File: src/verilog/servo_input_pkg.sv
// package: register map, field positions, reset values and carriers of the input decoder
`default_nettype none
package servo_input_pkg;
   // register byte addresses
   localparam logic [5:0] ADDR_FIRST_SETUP = 6'h00;
   localparam logic [5:0] ADDR_SECOND_SETUP = 6'h04;
   localparam logic [5:0] ADDR_SPEED_SCALE = 6'h08;
   localparam logic [5:0] ADDR_TORQUE_SCALE = 6'h0c;
   localparam logic [5:0] ADDR_LOCK_SPEED = 6'h10;
   localparam logic [5:0] ADDR_INT_SPEED_ONE = 6'h14;
   localparam logic [5:0] ADDR_INT_SPEED_TWO = 6'h18;
   localparam logic [5:0] ADDR_INT_SPEED_THREE = 6'h1c;
   localparam logic [5:0] ADDR_STATUS = 6'h20;
   // first setup word fields
   localparam int FS_AUTO_RUN = 0;
   localparam int FS_ENC_IGNORE = 1;
   localparam int FS_FWD_IGNORE = 2;
   localparam int FS_REV_IGNORE = 3;
   localparam int FS_MF_LO = 10;
   localparam int FS_MF_HI = 11;
   // second setup word field
   localparam int SS_INT_SPEED = 2;
   // scales in millivolts
   localparam logic [13:0] TORQUE_SCALE_MIN = 14'd1000;
   localparam logic [13:0] TORQUE_SCALE_MAX = 14'd10000;
   localparam logic [13:0] SPEED_SCALE_MIN = 14'd2000;
   localparam logic [13:0] SPEED_SCALE_MAX = 14'd10000;
   // reset values
   localparam logic [15:0] FIRST_SETUP_RST = 16'h0000;
   localparam logic [15:0] SECOND_SETUP_RST = 16'h0000;
   localparam logic [13:0] TORQUE_SCALE_RST = 14'd3000;
   localparam logic [13:0] SPEED_SCALE_RST = 14'd10000;
   localparam logic [15:0] LOCK_SPEED_RST = 16'h000a;
   // rated torque or rated speed as a signed count
   localparam int RATED_SHIFT = 12;

   // multifunction input use, selected by bits b and A
   typedef enum logic [1:0] {
      MF_GAIN = 2'b00,
      MF_LOCK = 2'b01,
      MF_NONE = 2'b10,
      MF_MODE = 2'b11
   } mfUse_t;

   // discrete control inputs
   typedef struct packed {
      logic run;
      logic alarmReset;
      logic encoderPowerRequest;
      logic dualUse0;
      logic dualUse1;
      logic multifunction;
      logic forwardTravelAllowed;
      logic reverseTravelAllowed;
   } ctlPins_t;

   // decoded control requests
   typedef struct packed {
      logic servoEnable;
      logic encoderPower;
      logic forwardCurrentLimitRequest;
      logic reverseCurrentLimitRequest;
      logic [1:0] internalSpeedSelect;
      logic internalSpeedDirection;
      logic gainReductionRequest;
      logic positionLockRequest;
      logic torqueMode;
      logic forwardProhibit;
      logic reverseProhibit;
      logic driverHealthyOutput;
   } driveCtl_t;
endpackage : servo_input_pkg
`default_nettype wire

File: src/verilog/servo_control_input_decode.sv
// control-connector input decoder with a classic Wishbone register slave
`default_nettype none
module servo_control_input_decode #(
   parameter int LEVEL_W = 16
) (
   input wire logic clk_sys,
   input wire logic sys_rst,
   input wire logic clkEn,
   input wire logic wbCyc,
   input wire logic wbStb,
   input wire logic wbWe,
   input wire logic [5:0] wbAdr,
   input wire logic [3:0] wbSel,
   input wire logic [31:0] wbDatIn,
   output logic [31:0] wbDatOut,
   output logic wbAck,
   input wire servo_input_pkg::ctlPins_t pins,
   input wire logic signed [LEVEL_W-1:0] torqueCommandLevel,
   input wire logic signed [LEVEL_W-1:0] speedCommandLevel,
   input wire logic signed [15:0] motorSpeed,
   input wire logic alarmRaise,
   output servo_input_pkg::driveCtl_t ctl,
   output logic signed [15:0] torqueCommand,
   output logic signed [15:0] speedTarget,
   output logic signed [15:0] speedLimit
);
   import servo_input_pkg::*;

   if (LEVEL_W < 8 || LEVEL_W > 16) begin : g_bad_width
      $error("LEVEL_W must lie between 8 and 16");
   end

   typedef struct packed {
      logic ack;
      logic [31:0] rdData;
      logic [15:0] firstSetup;
      logic [15:0] secondSetup;
      logic [13:0] speedScale;
      logic [13:0] torqueScale;
      logic [15:0] lockSpeed;
      logic [2:0][15:0] intSpeed;
      logic alarm;
      driveCtl_t ctl;
      logic signed [15:0] torqueCmd;
      logic signed [15:0] speedTgt;
      logic signed [15:0] speedLim;
   } state_t;

   state_t st_r;
   state_t st_nxt;

   ////////////////////////////////////////////////////////////////////////////
   // helpers

   // level in millivolts over scale in millivolts, rated equals 1 << RATED_SHIFT
   function automatic logic signed [15:0] scaleLevel(input logic signed [LEVEL_W-1:0] lvl,
                                                     input logic [13:0] sc);
      logic signed [31:0] num;
      logic signed [31:0] quo;
      num = 32'(lvl) <<< RATED_SHIFT;
      quo = num / $signed({18'h00000, sc});
      if (quo > 32'sd32767) begin
         scaleLevel = 16'sh7fff;
      end else if (quo < -32'sd32767) begin
         scaleLevel = 16'sh8001; // symmetric, so its magnitude always fits
      end else begin
         scaleLevel = quo[15:0];
      end
   endfunction : scaleLevel

   // limit a written scale to its legal span
   function automatic logic [13:0] clampScale(input logic [31:0] d, input logic [13:0] lo,
                                              input logic [13:0] hi);
      if (d < {18'h00000, lo}) begin
         clampScale = lo;
      end else if (d > {18'h00000, hi}) begin
         clampScale = hi;
      end else begin
         clampScale = d[13:0];
      end
   endfunction : clampScale

   // byte-lane merge for a 16-bit register
   function automatic logic [15:0] merge16(input logic [15:0] old, input logic [31:0] d,
                                           input logic [3:0] sel);
      merge16 = old;
      if (sel[0]) begin
         merge16[7:0] = d[7:0];
      end
      if (sel[1]) begin
         merge16[15:8] = d[15:8];
      end
   endfunction : merge16

   ////////////////////////////////////////////////////////////////////////////
   // combinational next state

   logic req;
   logic wrTake;
   logic intSpeedMode;
   mfUse_t mfUse;
   logic [15:0] speedMag;
   logic signed [15:0] speedScaled;
   logic [31:0] rdMux;

   always_comb begin
      st_nxt = st_r;
      req = wbCyc && wbStb;
      wrTake = req && wbWe && !st_r.ack;
      intSpeedMode = st_r.secondSetup[SS_INT_SPEED];
      mfUse = mfUse_t'(st_r.firstSetup[FS_MF_HI:FS_MF_LO]);
      speedMag = motorSpeed[15] ? 16'(-motorSpeed) : motorSpeed;
      speedScaled = scaleLevel(speedCommandLevel, st_r.speedScale);
      rdMux = 32'h00000000;

      // bus answer one cycle after the request, dropped the cycle after
      st_nxt.ack = req && !st_r.ack;
      unique case (wbAdr)
         ADDR_FIRST_SETUP: rdMux = {16'h0000, st_r.firstSetup};
         ADDR_SECOND_SETUP: rdMux = {16'h0000, st_r.secondSetup};
         ADDR_SPEED_SCALE: rdMux = {18'h00000, st_r.speedScale};
         ADDR_TORQUE_SCALE: rdMux = {18'h00000, st_r.torqueScale};
         ADDR_LOCK_SPEED: rdMux = {16'h0000, st_r.lockSpeed};
         ADDR_INT_SPEED_ONE: rdMux = {16'h0000, st_r.intSpeed[0]};
         ADDR_INT_SPEED_TWO: rdMux = {16'h0000, st_r.intSpeed[1]};
         ADDR_INT_SPEED_THREE: rdMux = {16'h0000, st_r.intSpeed[2]};
         ADDR_STATUS: rdMux = {17'h00000, st_r.alarm, pins, 6'h00} | {19'h00000, st_r.ctl};
         default: rdMux = 32'h00000000;
      endcase
      st_nxt.rdData = (req && !st_r.ack && !wbWe) ? rdMux : 32'h00000000;

      // register writes take effect as the answer is given
      if (wrTake) begin
         unique case (wbAdr)
            ADDR_FIRST_SETUP: st_nxt.firstSetup = merge16(st_r.firstSetup, wbDatIn, wbSel);
            ADDR_SECOND_SETUP: st_nxt.secondSetup = merge16(st_r.secondSetup, wbDatIn, wbSel);
            ADDR_SPEED_SCALE: begin
               if (wbSel[1:0] == 2'b11) begin
                  st_nxt.speedScale = clampScale(wbDatIn, SPEED_SCALE_MIN, SPEED_SCALE_MAX);
               end
            end
            ADDR_TORQUE_SCALE: begin
               if (wbSel[1:0] == 2'b11) begin
                  st_nxt.torqueScale = clampScale(wbDatIn, TORQUE_SCALE_MIN, TORQUE_SCALE_MAX);
               end
            end
            ADDR_LOCK_SPEED: st_nxt.lockSpeed = merge16(st_r.lockSpeed, wbDatIn, wbSel);
            ADDR_INT_SPEED_ONE: st_nxt.intSpeed[0] = merge16(st_r.intSpeed[0], wbDatIn, wbSel);
            ADDR_INT_SPEED_TWO: st_nxt.intSpeed[1] = merge16(st_r.intSpeed[1], wbDatIn, wbSel);
            ADDR_INT_SPEED_THREE: st_nxt.intSpeed[2] = merge16(st_r.intSpeed[2], wbDatIn, wbSel);
            default: st_nxt.firstSetup = st_r.firstSetup;
         endcase
      end

      // alarm latch, a new alarm wins over a reset in the same cycle
      if (alarmRaise) begin
         st_nxt.alarm = 1'b1;
      end else if (pins.alarmReset) begin
         st_nxt.alarm = 1'b0;
      end
      st_nxt.ctl.driverHealthyOutput = !(alarmRaise || st_nxt.alarm);

      // servo on and encoder supply
      st_nxt.ctl.servoEnable = (st_r.firstSetup[FS_AUTO_RUN] || pins.run)
         && !st_nxt.alarm;
      st_nxt.ctl.encoderPower = !st_r.firstSetup[FS_ENC_IGNORE]
         && pins.encoderPowerRequest;

      // overtravel prohibits
      st_nxt.ctl.forwardProhibit = !st_r.firstSetup[FS_FWD_IGNORE]
         && !pins.forwardTravelAllowed;
      st_nxt.ctl.reverseProhibit = !st_r.firstSetup[FS_REV_IGNORE]
         && !pins.reverseTravelAllowed;

      // dual-use inputs
      st_nxt.ctl.forwardCurrentLimitRequest = !intSpeedMode && pins.dualUse0;
      st_nxt.ctl.reverseCurrentLimitRequest = !intSpeedMode && pins.dualUse1;
      st_nxt.ctl.internalSpeedSelect = intSpeedMode ? {pins.dualUse1, pins.dualUse0}
         : 2'b00;

      // multifunction input
      st_nxt.ctl.internalSpeedDirection = 1'b0;
      st_nxt.ctl.gainReductionRequest = 1'b0;
      st_nxt.ctl.positionLockRequest = 1'b0;
      st_nxt.ctl.torqueMode = 1'b0;
      if (intSpeedMode) begin
         st_nxt.ctl.internalSpeedDirection = pins.multifunction;
      end else begin
         unique case (mfUse)
            MF_GAIN: st_nxt.ctl.gainReductionRequest = pins.multifunction;
            MF_LOCK: st_nxt.ctl.positionLockRequest = pins.multifunction
               && (speedMag <= st_r.lockSpeed);
            MF_MODE: st_nxt.ctl.torqueMode = !pins.multifunction;
            MF_NONE: st_nxt.ctl.torqueMode = 1'b0;
         endcase
      end

      // analog commands
      st_nxt.torqueCmd = scaleLevel(torqueCommandLevel, st_r.torqueScale);
      if (intSpeedMode) begin
         unique case (st_nxt.ctl.internalSpeedSelect)
            2'b00: st_nxt.speedTgt = 16'sh0000;
            2'b01: st_nxt.speedTgt = $signed(st_r.intSpeed[0]);
            2'b10: st_nxt.speedTgt = $signed(st_r.intSpeed[1]);
            2'b11: st_nxt.speedTgt = $signed(st_r.intSpeed[2]);
         endcase
         if (pins.multifunction) begin
            st_nxt.speedTgt = 16'(-st_nxt.speedTgt);
         end
         st_nxt.speedLim = 16'sh7fff;
      end else if (st_nxt.ctl.torqueMode) begin
         st_nxt.speedTgt = 16'sh0000;
         st_nxt.speedLim = speedScaled[15] ? 16'(-speedScaled) : speedScaled;
      end else begin
         st_nxt.speedTgt = speedScaled;
         st_nxt.speedLim = 16'sh7fff;
      end
   end

   ////////////////////////////////////////////////////////////////////////////
   // state register

   always_ff @(posedge clk_sys) begin
      if (sys_rst) begin
         st_r <= '0;
         st_r.firstSetup <= FIRST_SETUP_RST;
         st_r.secondSetup <= SECOND_SETUP_RST;
         st_r.speedScale <= SPEED_SCALE_RST;
         st_r.torqueScale <= TORQUE_SCALE_RST;
         st_r.lockSpeed <= LOCK_SPEED_RST;
         st_r.speedLim <= 16'sh7fff;
      end else if (clkEn) begin
         st_r <= st_nxt;
      end
   end

   assign wbAck = st_r.ack;
   assign wbDatOut = st_r.rdData;
   assign ctl = st_r.ctl;
   assign torqueCommand = st_r.torqueCmd;
   assign speedTarget = st_r.speedTgt;
   assign speedLimit = st_r.speedLim;
endmodule : servo_control_input_decode
`default_nettype wire

File: config.mk
export PLATFORM = sky130hd
export DESIGN_NAME = servo_control_input_decode
export DESIGN_NICKNAME = d
export VERILOG_FILES = /design/src/verilog/servo_input_pkg.sv /design/src/verilog/servo_control_input_decode.sv
export SDC_FILE = /design/constraint.sdc
export NUM_CORES = 2
export LEC_CHECK = 0
export BUFFER_PORTS_ARGS = -buffer_cell sky130_fd_sc_hd__buf_2
export CAP_MARGIN = 20
export CORE_ASPECT_RATIO = 0.5
export CORE_MARGIN = 2
export CORE_UTILIZATION = 37
export DETAILED_ROUTE_END_ITERATION = 8
export SYNTH_ARGS = -nofsm -noshare
export SYNTH_HDL_FRONTEND = slang
export SYNTH_SLANG_ARGS = --single-unit
File: constraint.sdc
create_clock -name clk_sys -period 121.8 [get_ports clk_sys]
set_input_delay 12.18 -clock clk_sys [delete_from_list [all_inputs] [get_ports clk_sys]]
set_output_delay 12.18 -clock clk_sys [all_outputs]
set_load 0.01 [all_outputs]
* After elaboration in Yosys (flattened, before gate mapping)
Index checks and enable logic that the tools add are counted.
** Word-level totals
- Input bits :: 105
- Register bits :: 219
** Operators by class
- Add/sub/neg operators :: 3
- Reduce and logical (&&, ||, !) cells :: 42
- Divide/modulo/power cells :: 2
- Multiplexer cells :: 24
- Order comparisons :: 8
- Bitwise operators :: 1
- Equality and inequality tests :: 14
** Operator list (count)
- 16-bit one-hot mux with 9 select lines :: 1
- 16-bit two-way mux :: 8
- 32-bit two-way mux :: 3
- 32-bit by 15-bit divider with 32-bit output :: 2
- 32-bit by 16-bit > comparator with 1-bit output (second input constant) :: 2
- 32-bit by 16-bit less-than comparator with 1-bit output (second input constant) :: 2
- 16-bit one-hot mux with 4 select lines :: 1
- 4-bit AND reduction :: 14
- 16-bit negator :: 3
- 14-bit two-way mux :: 3
- 32-bit by 14-bit > comparator with 1-bit output (second input constant) :: 1
- 32-bit by 10-bit less-than comparator with 1-bit output (second input constant) :: 1
- 32-bit by 11-bit less-than comparator with 1-bit output (second input constant) :: 1
- 6-bit by 5-bit equality test with 1-bit output (second input constant) :: 4
- 16-bit <= comparator :: 1
- 15-bit by 13-bit OR with 15-bit output :: 1
- 6-bit by 4-bit equality test with 1-bit output (second input constant) :: 2
- 1-bit logical AND :: 12
- 1-bit logical NOT :: 11
- 2-bit equality test (second input constant) :: 4
- 6-bit by 3-bit equality test with 1-bit output (second input constant) :: 1
- 6-bit equality test (second input constant) :: 1
- 6-bit logical NOT :: 1
- 1-bit two-way mux :: 6
- 5 further kinds :: 8

* Longest topological paths before layout
- Word-level depth :: 8
- Mapped depth :: 503
- Mapped depth without buffers :: 459

* Worst setup path before layout
No wires, ideal clock.
- Kind :: input to register
- Start point :: in speedCommandLevel[0]
- End point :: reg st_r, in the netlist speedLimit[4]
- Library setup time :: 95 ps
- Data arrival time :: 104287 ps
- Setup slack :: 17418 ps
- Stages on the path :: 461
- Cell sequence :: inv_1 ha_1 or3b_2 clkbuf_1 or2_2 or4_1 o21ai_0 a32o_1 nand3_1 nor4_1 a21oi_1 nor3_1 ha_1 or4b_2 o2111ai_1 nor2_1 ha_1 a21o_1 [425 not listed] nand4_1 nor4_1 nand2_1 or4_1 o21ai_0 a32oi_1 nor3_1 o2111ai_1 nor4_1 o41a_1 buf_2 o211ai_2 inv_1 ha_1 inv_1 nor3_1 o31ai_1 a221oi_1
** On the way
- Word-level cells in the longest chain between the ends :: 8
- Elaborated cells between the ends (all ways) :: 9
** RTL lines
- start: declaration :: line servo_control_input_decode.sv:19 : input wire logic signed [LEVEL_W-1:0] speedCommandLevel,
- 32-bit by 15-bit divider with 32-bit output (*) :: line servo_control_input_decode.sv:61 : quo = num / $signed({18'h00000, sc});
- 32-bit by 16-bit less-than comparator with 1-bit output :: line servo_control_input_decode.sv:64 : end else if (quo < -32'sd32767) begin
- 16-bit two-way mux :: line servo_control_input_decode.sv:64
- 16-bit two-way mux (*) :: line servo_control_input_decode.sv:62 : if (quo > 32'sd32767) begin
- 16-bit negator :: line servo_control_input_decode.sv:213 : st_nxt.speedLim = speedScaled[15] ? 16'(-speedScaled) : speedScaled;
- 16-bit two-way mux (*) :: line servo_control_input_decode.sv:213
- 32-bit two-way mux (*) :: line servo_control_input_decode.sv:211 : end else if (st_nxt.ctl.torqueMode) begin
- 32-bit two-way mux (*) :: line servo_control_input_decode.sv:200 : if (intSpeedMode) begin
- end signal: assignment :: line servo_control_input_decode.sv:233 : st_r <= st_nxt;
- end: declaration :: line servo_control_input_decode.sv:49 : state_t st_r;
Mark *: on every way between the ends. The rest lies on a longest branch, timed or not.
A chain may end at the register's enable or synchronous reset.

* Worst setup path after layout
- Start point :: in speedCommandLevel[0]
- End point :: reg st_r, in the netlist speedLimit[10]
Same word-level chain as after synthesis.

==> reports/qor.csv <==
stage,metric,value,unit
outcome,outcome,completed,
worst_setup_path,crit_required,122.27,ns
global_routing,grt_pass1_wl,335000,um
placement,port-buffer-count,180,
clock_tree,clockRootBuffer,clkbuf_16,
global_routing,grt-ovfl-total,0,
global_routing,grt_use_total,23.2,%
floorplanning,io_pins,199,
placement,dp_slack,3.99,ns
drt,drc_errors,0,
worst_setup_path,startpoint_type,primary input,
clock_tree,clock-sinks,203,
worst_setup_path,critical_path_class,primary input to flip-flop,
timing,tightest_slew,1.13,ns
drt,via_per_inst,6.06,
timing,fin_ws,7.83,ns
clock_tree,cts.htree.levels,1,
synth,ys_ff_latch,203,
timing,fmax,8.77,MHz
worst_setup_path,crit_path_max_incr_delay,0.72,ns
timing,setup_viol,0,
synth,yosysWarnings,0,
worst_setup_path,crit_arrival,114.44,ns
drt,vias,67800,
floorplanning,rows,106,
drt,drt_iter0_markers,5923,
timing,max-slew-margin-rel,24.6,%
floorplanning,core,0.167,mm2
synth,synth_top_area_cell,ha_1,
worst_setup_path,cp_max_fo,40,
clock_tree,clk_pin_slew,0.07,ns
synth,async_reset_ff_share,0,%
clock_tree,cts_buffers,21,
placement,routabilityCongestion,0.965,
floorplanning,die_area,0.172,mm2
timing,post-route-period-util,93.6,%
clock_tree,cts_buffer_depth,3,
synth,syn_inst,8997,
timing,finalCriticalPeriod,113.97,ns
timing,finalHoldWorstSlack,0.456,ns
drt,drt-pass1-iter-count,7,
synth,synth_cell_types,145,
synth,synth_area_per_cell,6.95,um2
synth,syn_area,0.0625,mm2
synth,ys_seq_area_share,6.50,%
timing,skew,0.0259,ns
synth,yosys.area.top_type_share,14.3,%
drt,postRouteAntennaNets,0,
worst_setup_path,cp_common_cell,o21a_1,
worst_setup_path,crit_path_end_kind,flip-flop,
global_routing,grt_max_degree,94,
clock_tree,cts_tree,built,
floorplanning,initial_utilization,37.3,%
floorplanning,die_y,295,um
global_routing,grt_pass1_vias,62600,
synth,synth.area.top_cells,"ha_1 (14%), dfxtp_1 (6.5%), nor2_1 (5.9%)",
drt,wirelength,209000,um
cells_and_area,nNetsFinal,9736,
clock_tree,clk-insertion-delay-late,0.54,ns
worst_setup_path,rr_worst_depth,446,
cells_and_area,drive_gt1_share,9.13,%
worst_setup_path,slowest_stage,a2111oi_1,
drt,routedWlPerCell,18.7,um
timing,final_max_slew_viol_count,0,
cells_and_area,final_common_cell,nor2_1,
synth,synth_flop_cell,dfxtp_1,
timing,hold_violations,0,
hold_path,hold_path_class,flip-flop to flip-flop,
placement,dp_hpwl,166000,um
cells_and_area,final_cell_mix,"nor2_1 (969), nand2_1 (809), ha_1 (715), a21oi_1 (649), o21ai_0 (508)",
flow_run,cap_violations,0,
global_routing,antenna_found_initial,3,
synth,synth-edff-count,0,
floorplanning,die_w,585,um
cells_and_area,fillers,17900,
cells_and_area,syn2layout_area_growth,5.40,%
hold_path,holdPathStages,2,
[repair_timing]
item                       in CTS  in global routing
gates resized for setup         0                 31
buffers inserted                0                  5
hold buffers                    0                  0
setup endpoints to repair       0                 31
[path summary, 6_finish.rpt]
check        slack (ns)                              to              startpoint
max                7.83     speedLimit[10]$_SDFFE_PP1P_    speedCommandLevel[0]
min                0.46          st_r[117]$_SDFFE_PP0P_  st_r[117]$_SDFFE_PP0P_
max reg2reg       16.10  torqueCommand[12]$_SDFFE_PP0P_  st_r[139]$_SDFFE_PP0P_
min reg2reg        0.46          st_r[117]$_SDFFE_PP0P_  st_r[117]$_SDFFE_PP0P_
[cells in the mapped netlist, types with 30 or more instances]
| master | instances |
|---|---|
| xnor2_1 | 324 |
| a31oi_1 | 96 |
| o21ai_0 | 508 |
| buf_1 | 33 |
| or4_1 | 41 |
| o211ai_1 | 115 |
| o22ai_1 | 41 |
| o31ai_1 | 189 |
| nand2_1 | 813 |
| nor2b_1 | 79 |
| nand3_1 | 252 |
| or3_1 | 98 |
| and4_1 | 32 |
| or2_2 | 97 |
| o21ai_1 | 39 |
| and2_1 | 105 |
| a211oi_1 | 73 |
| mux2i_1 | 179 |
| a21o_1 | 262 |
| xor2_1 | 170 |
| mux2_2 | 164 |
| a211o_1 | 33 |
| o2111ai_1 | 36 |
| a22oi_1 | 50 |
| buf_2 | 40 |
| dfxtp_1 | 203 |
| o21a_1 | 300 |
| a21boi_0 | 39 |
| nor3_1 | 389 |
| clkbuf_1 | 216 |
| a221oi_1 | 30 |
| a21oi_1 | 652 |
| nand4_1 | 147 |
| nand2b_1 | 178 |
| buf_4 | 124 |
| ha_1 | 715 |
| nor2_1 | 975 |
| nor4_1 | 99 |
| inv_1 | 261 |
| and3_1 | 89 |
[worst max-delay path, delay by kind of cell]
family          cells  cell delay [ns]
compound gates    253            55.85
buf+inv            19             4.35
simple gates      122            28.75
fa+ha+maj          35            11.11
mux                 6             1.91
[layer usage]
metal  global-route usage, %  up-vias  wire length, um
li1                        -    33800                -
met1                    32.3    31900           100000
met2                    38.7     1877            92400
met3                    1.69      241            11200
met4                    5.52        0             5480
met5                       0        -                0
[state kept, by name, summed over array words and instances, names as in the netlist]
register / flops
torqueCommand: 16
ctl: 13
wbDatOut: 16
wbAck: 1
speedLimit: 16
speedTarget: 16
st_r: 122
intSpeedMode: 1
mfUse: 2
[cells by family (layout without fill, tap and decap cells)]
| family | Yosys count | count (layout) | synth area share, % |
|---|---|---|---|
| simple gates | 3568 | 3568 | 28.4 |
| compound gates | 2970 | 2970 | 32.7 |
| fa+ha+maj | 718 | 718 | 14.4 |
| buf+inv | 685 | 594 | 4.99 |
| xor+xnor | 498 | 498 | 7.03 |
| mux | 354 | 354 | 6.06 |
| flops | 203 | 203 | 6.50 |
| other cells | 1 | 25 | 0.00600 |
[through the flow]
stage / std cells / cell area (um2) / util (%) / TNS (ns)
floorplan: 9020 / 62600 / - / 0
global placement: 11200 / 65000 / 38.9 / 0
detailed placement: 11200 / 65000 / 38.9 / 0
CTS: 11200 / 65700 / 39.2 / 0
global route: 11200 / 65900 / 39.3 / -0.0763
finish: 11200 / 65900 / 39.3 / 0
[layout make-up]
| cell class | instances | area (um2) | share of cell area [%] |
|---|---|---|---|
| antenna | 1 | 2.50 | 0.00380 |
| clock buffer | 22 | 539 | 0.819 |
| clock inverter | 16 | 97.6 | 0.148 |
| inverter | 266 | 998 | 1.52 |
| multi-input combinational | 8132 | 55600 | 84.4 |
| sequential | 203 | 4060 | 6.17 |
| tap | 2268 | 2840 | 4.31 |
| timing repair buffer | 290 | 1740 | 2.64 |
Power is not shown: default switching activity piles up to over one toggle a cycle in this logic, so the estimate is an artifact.
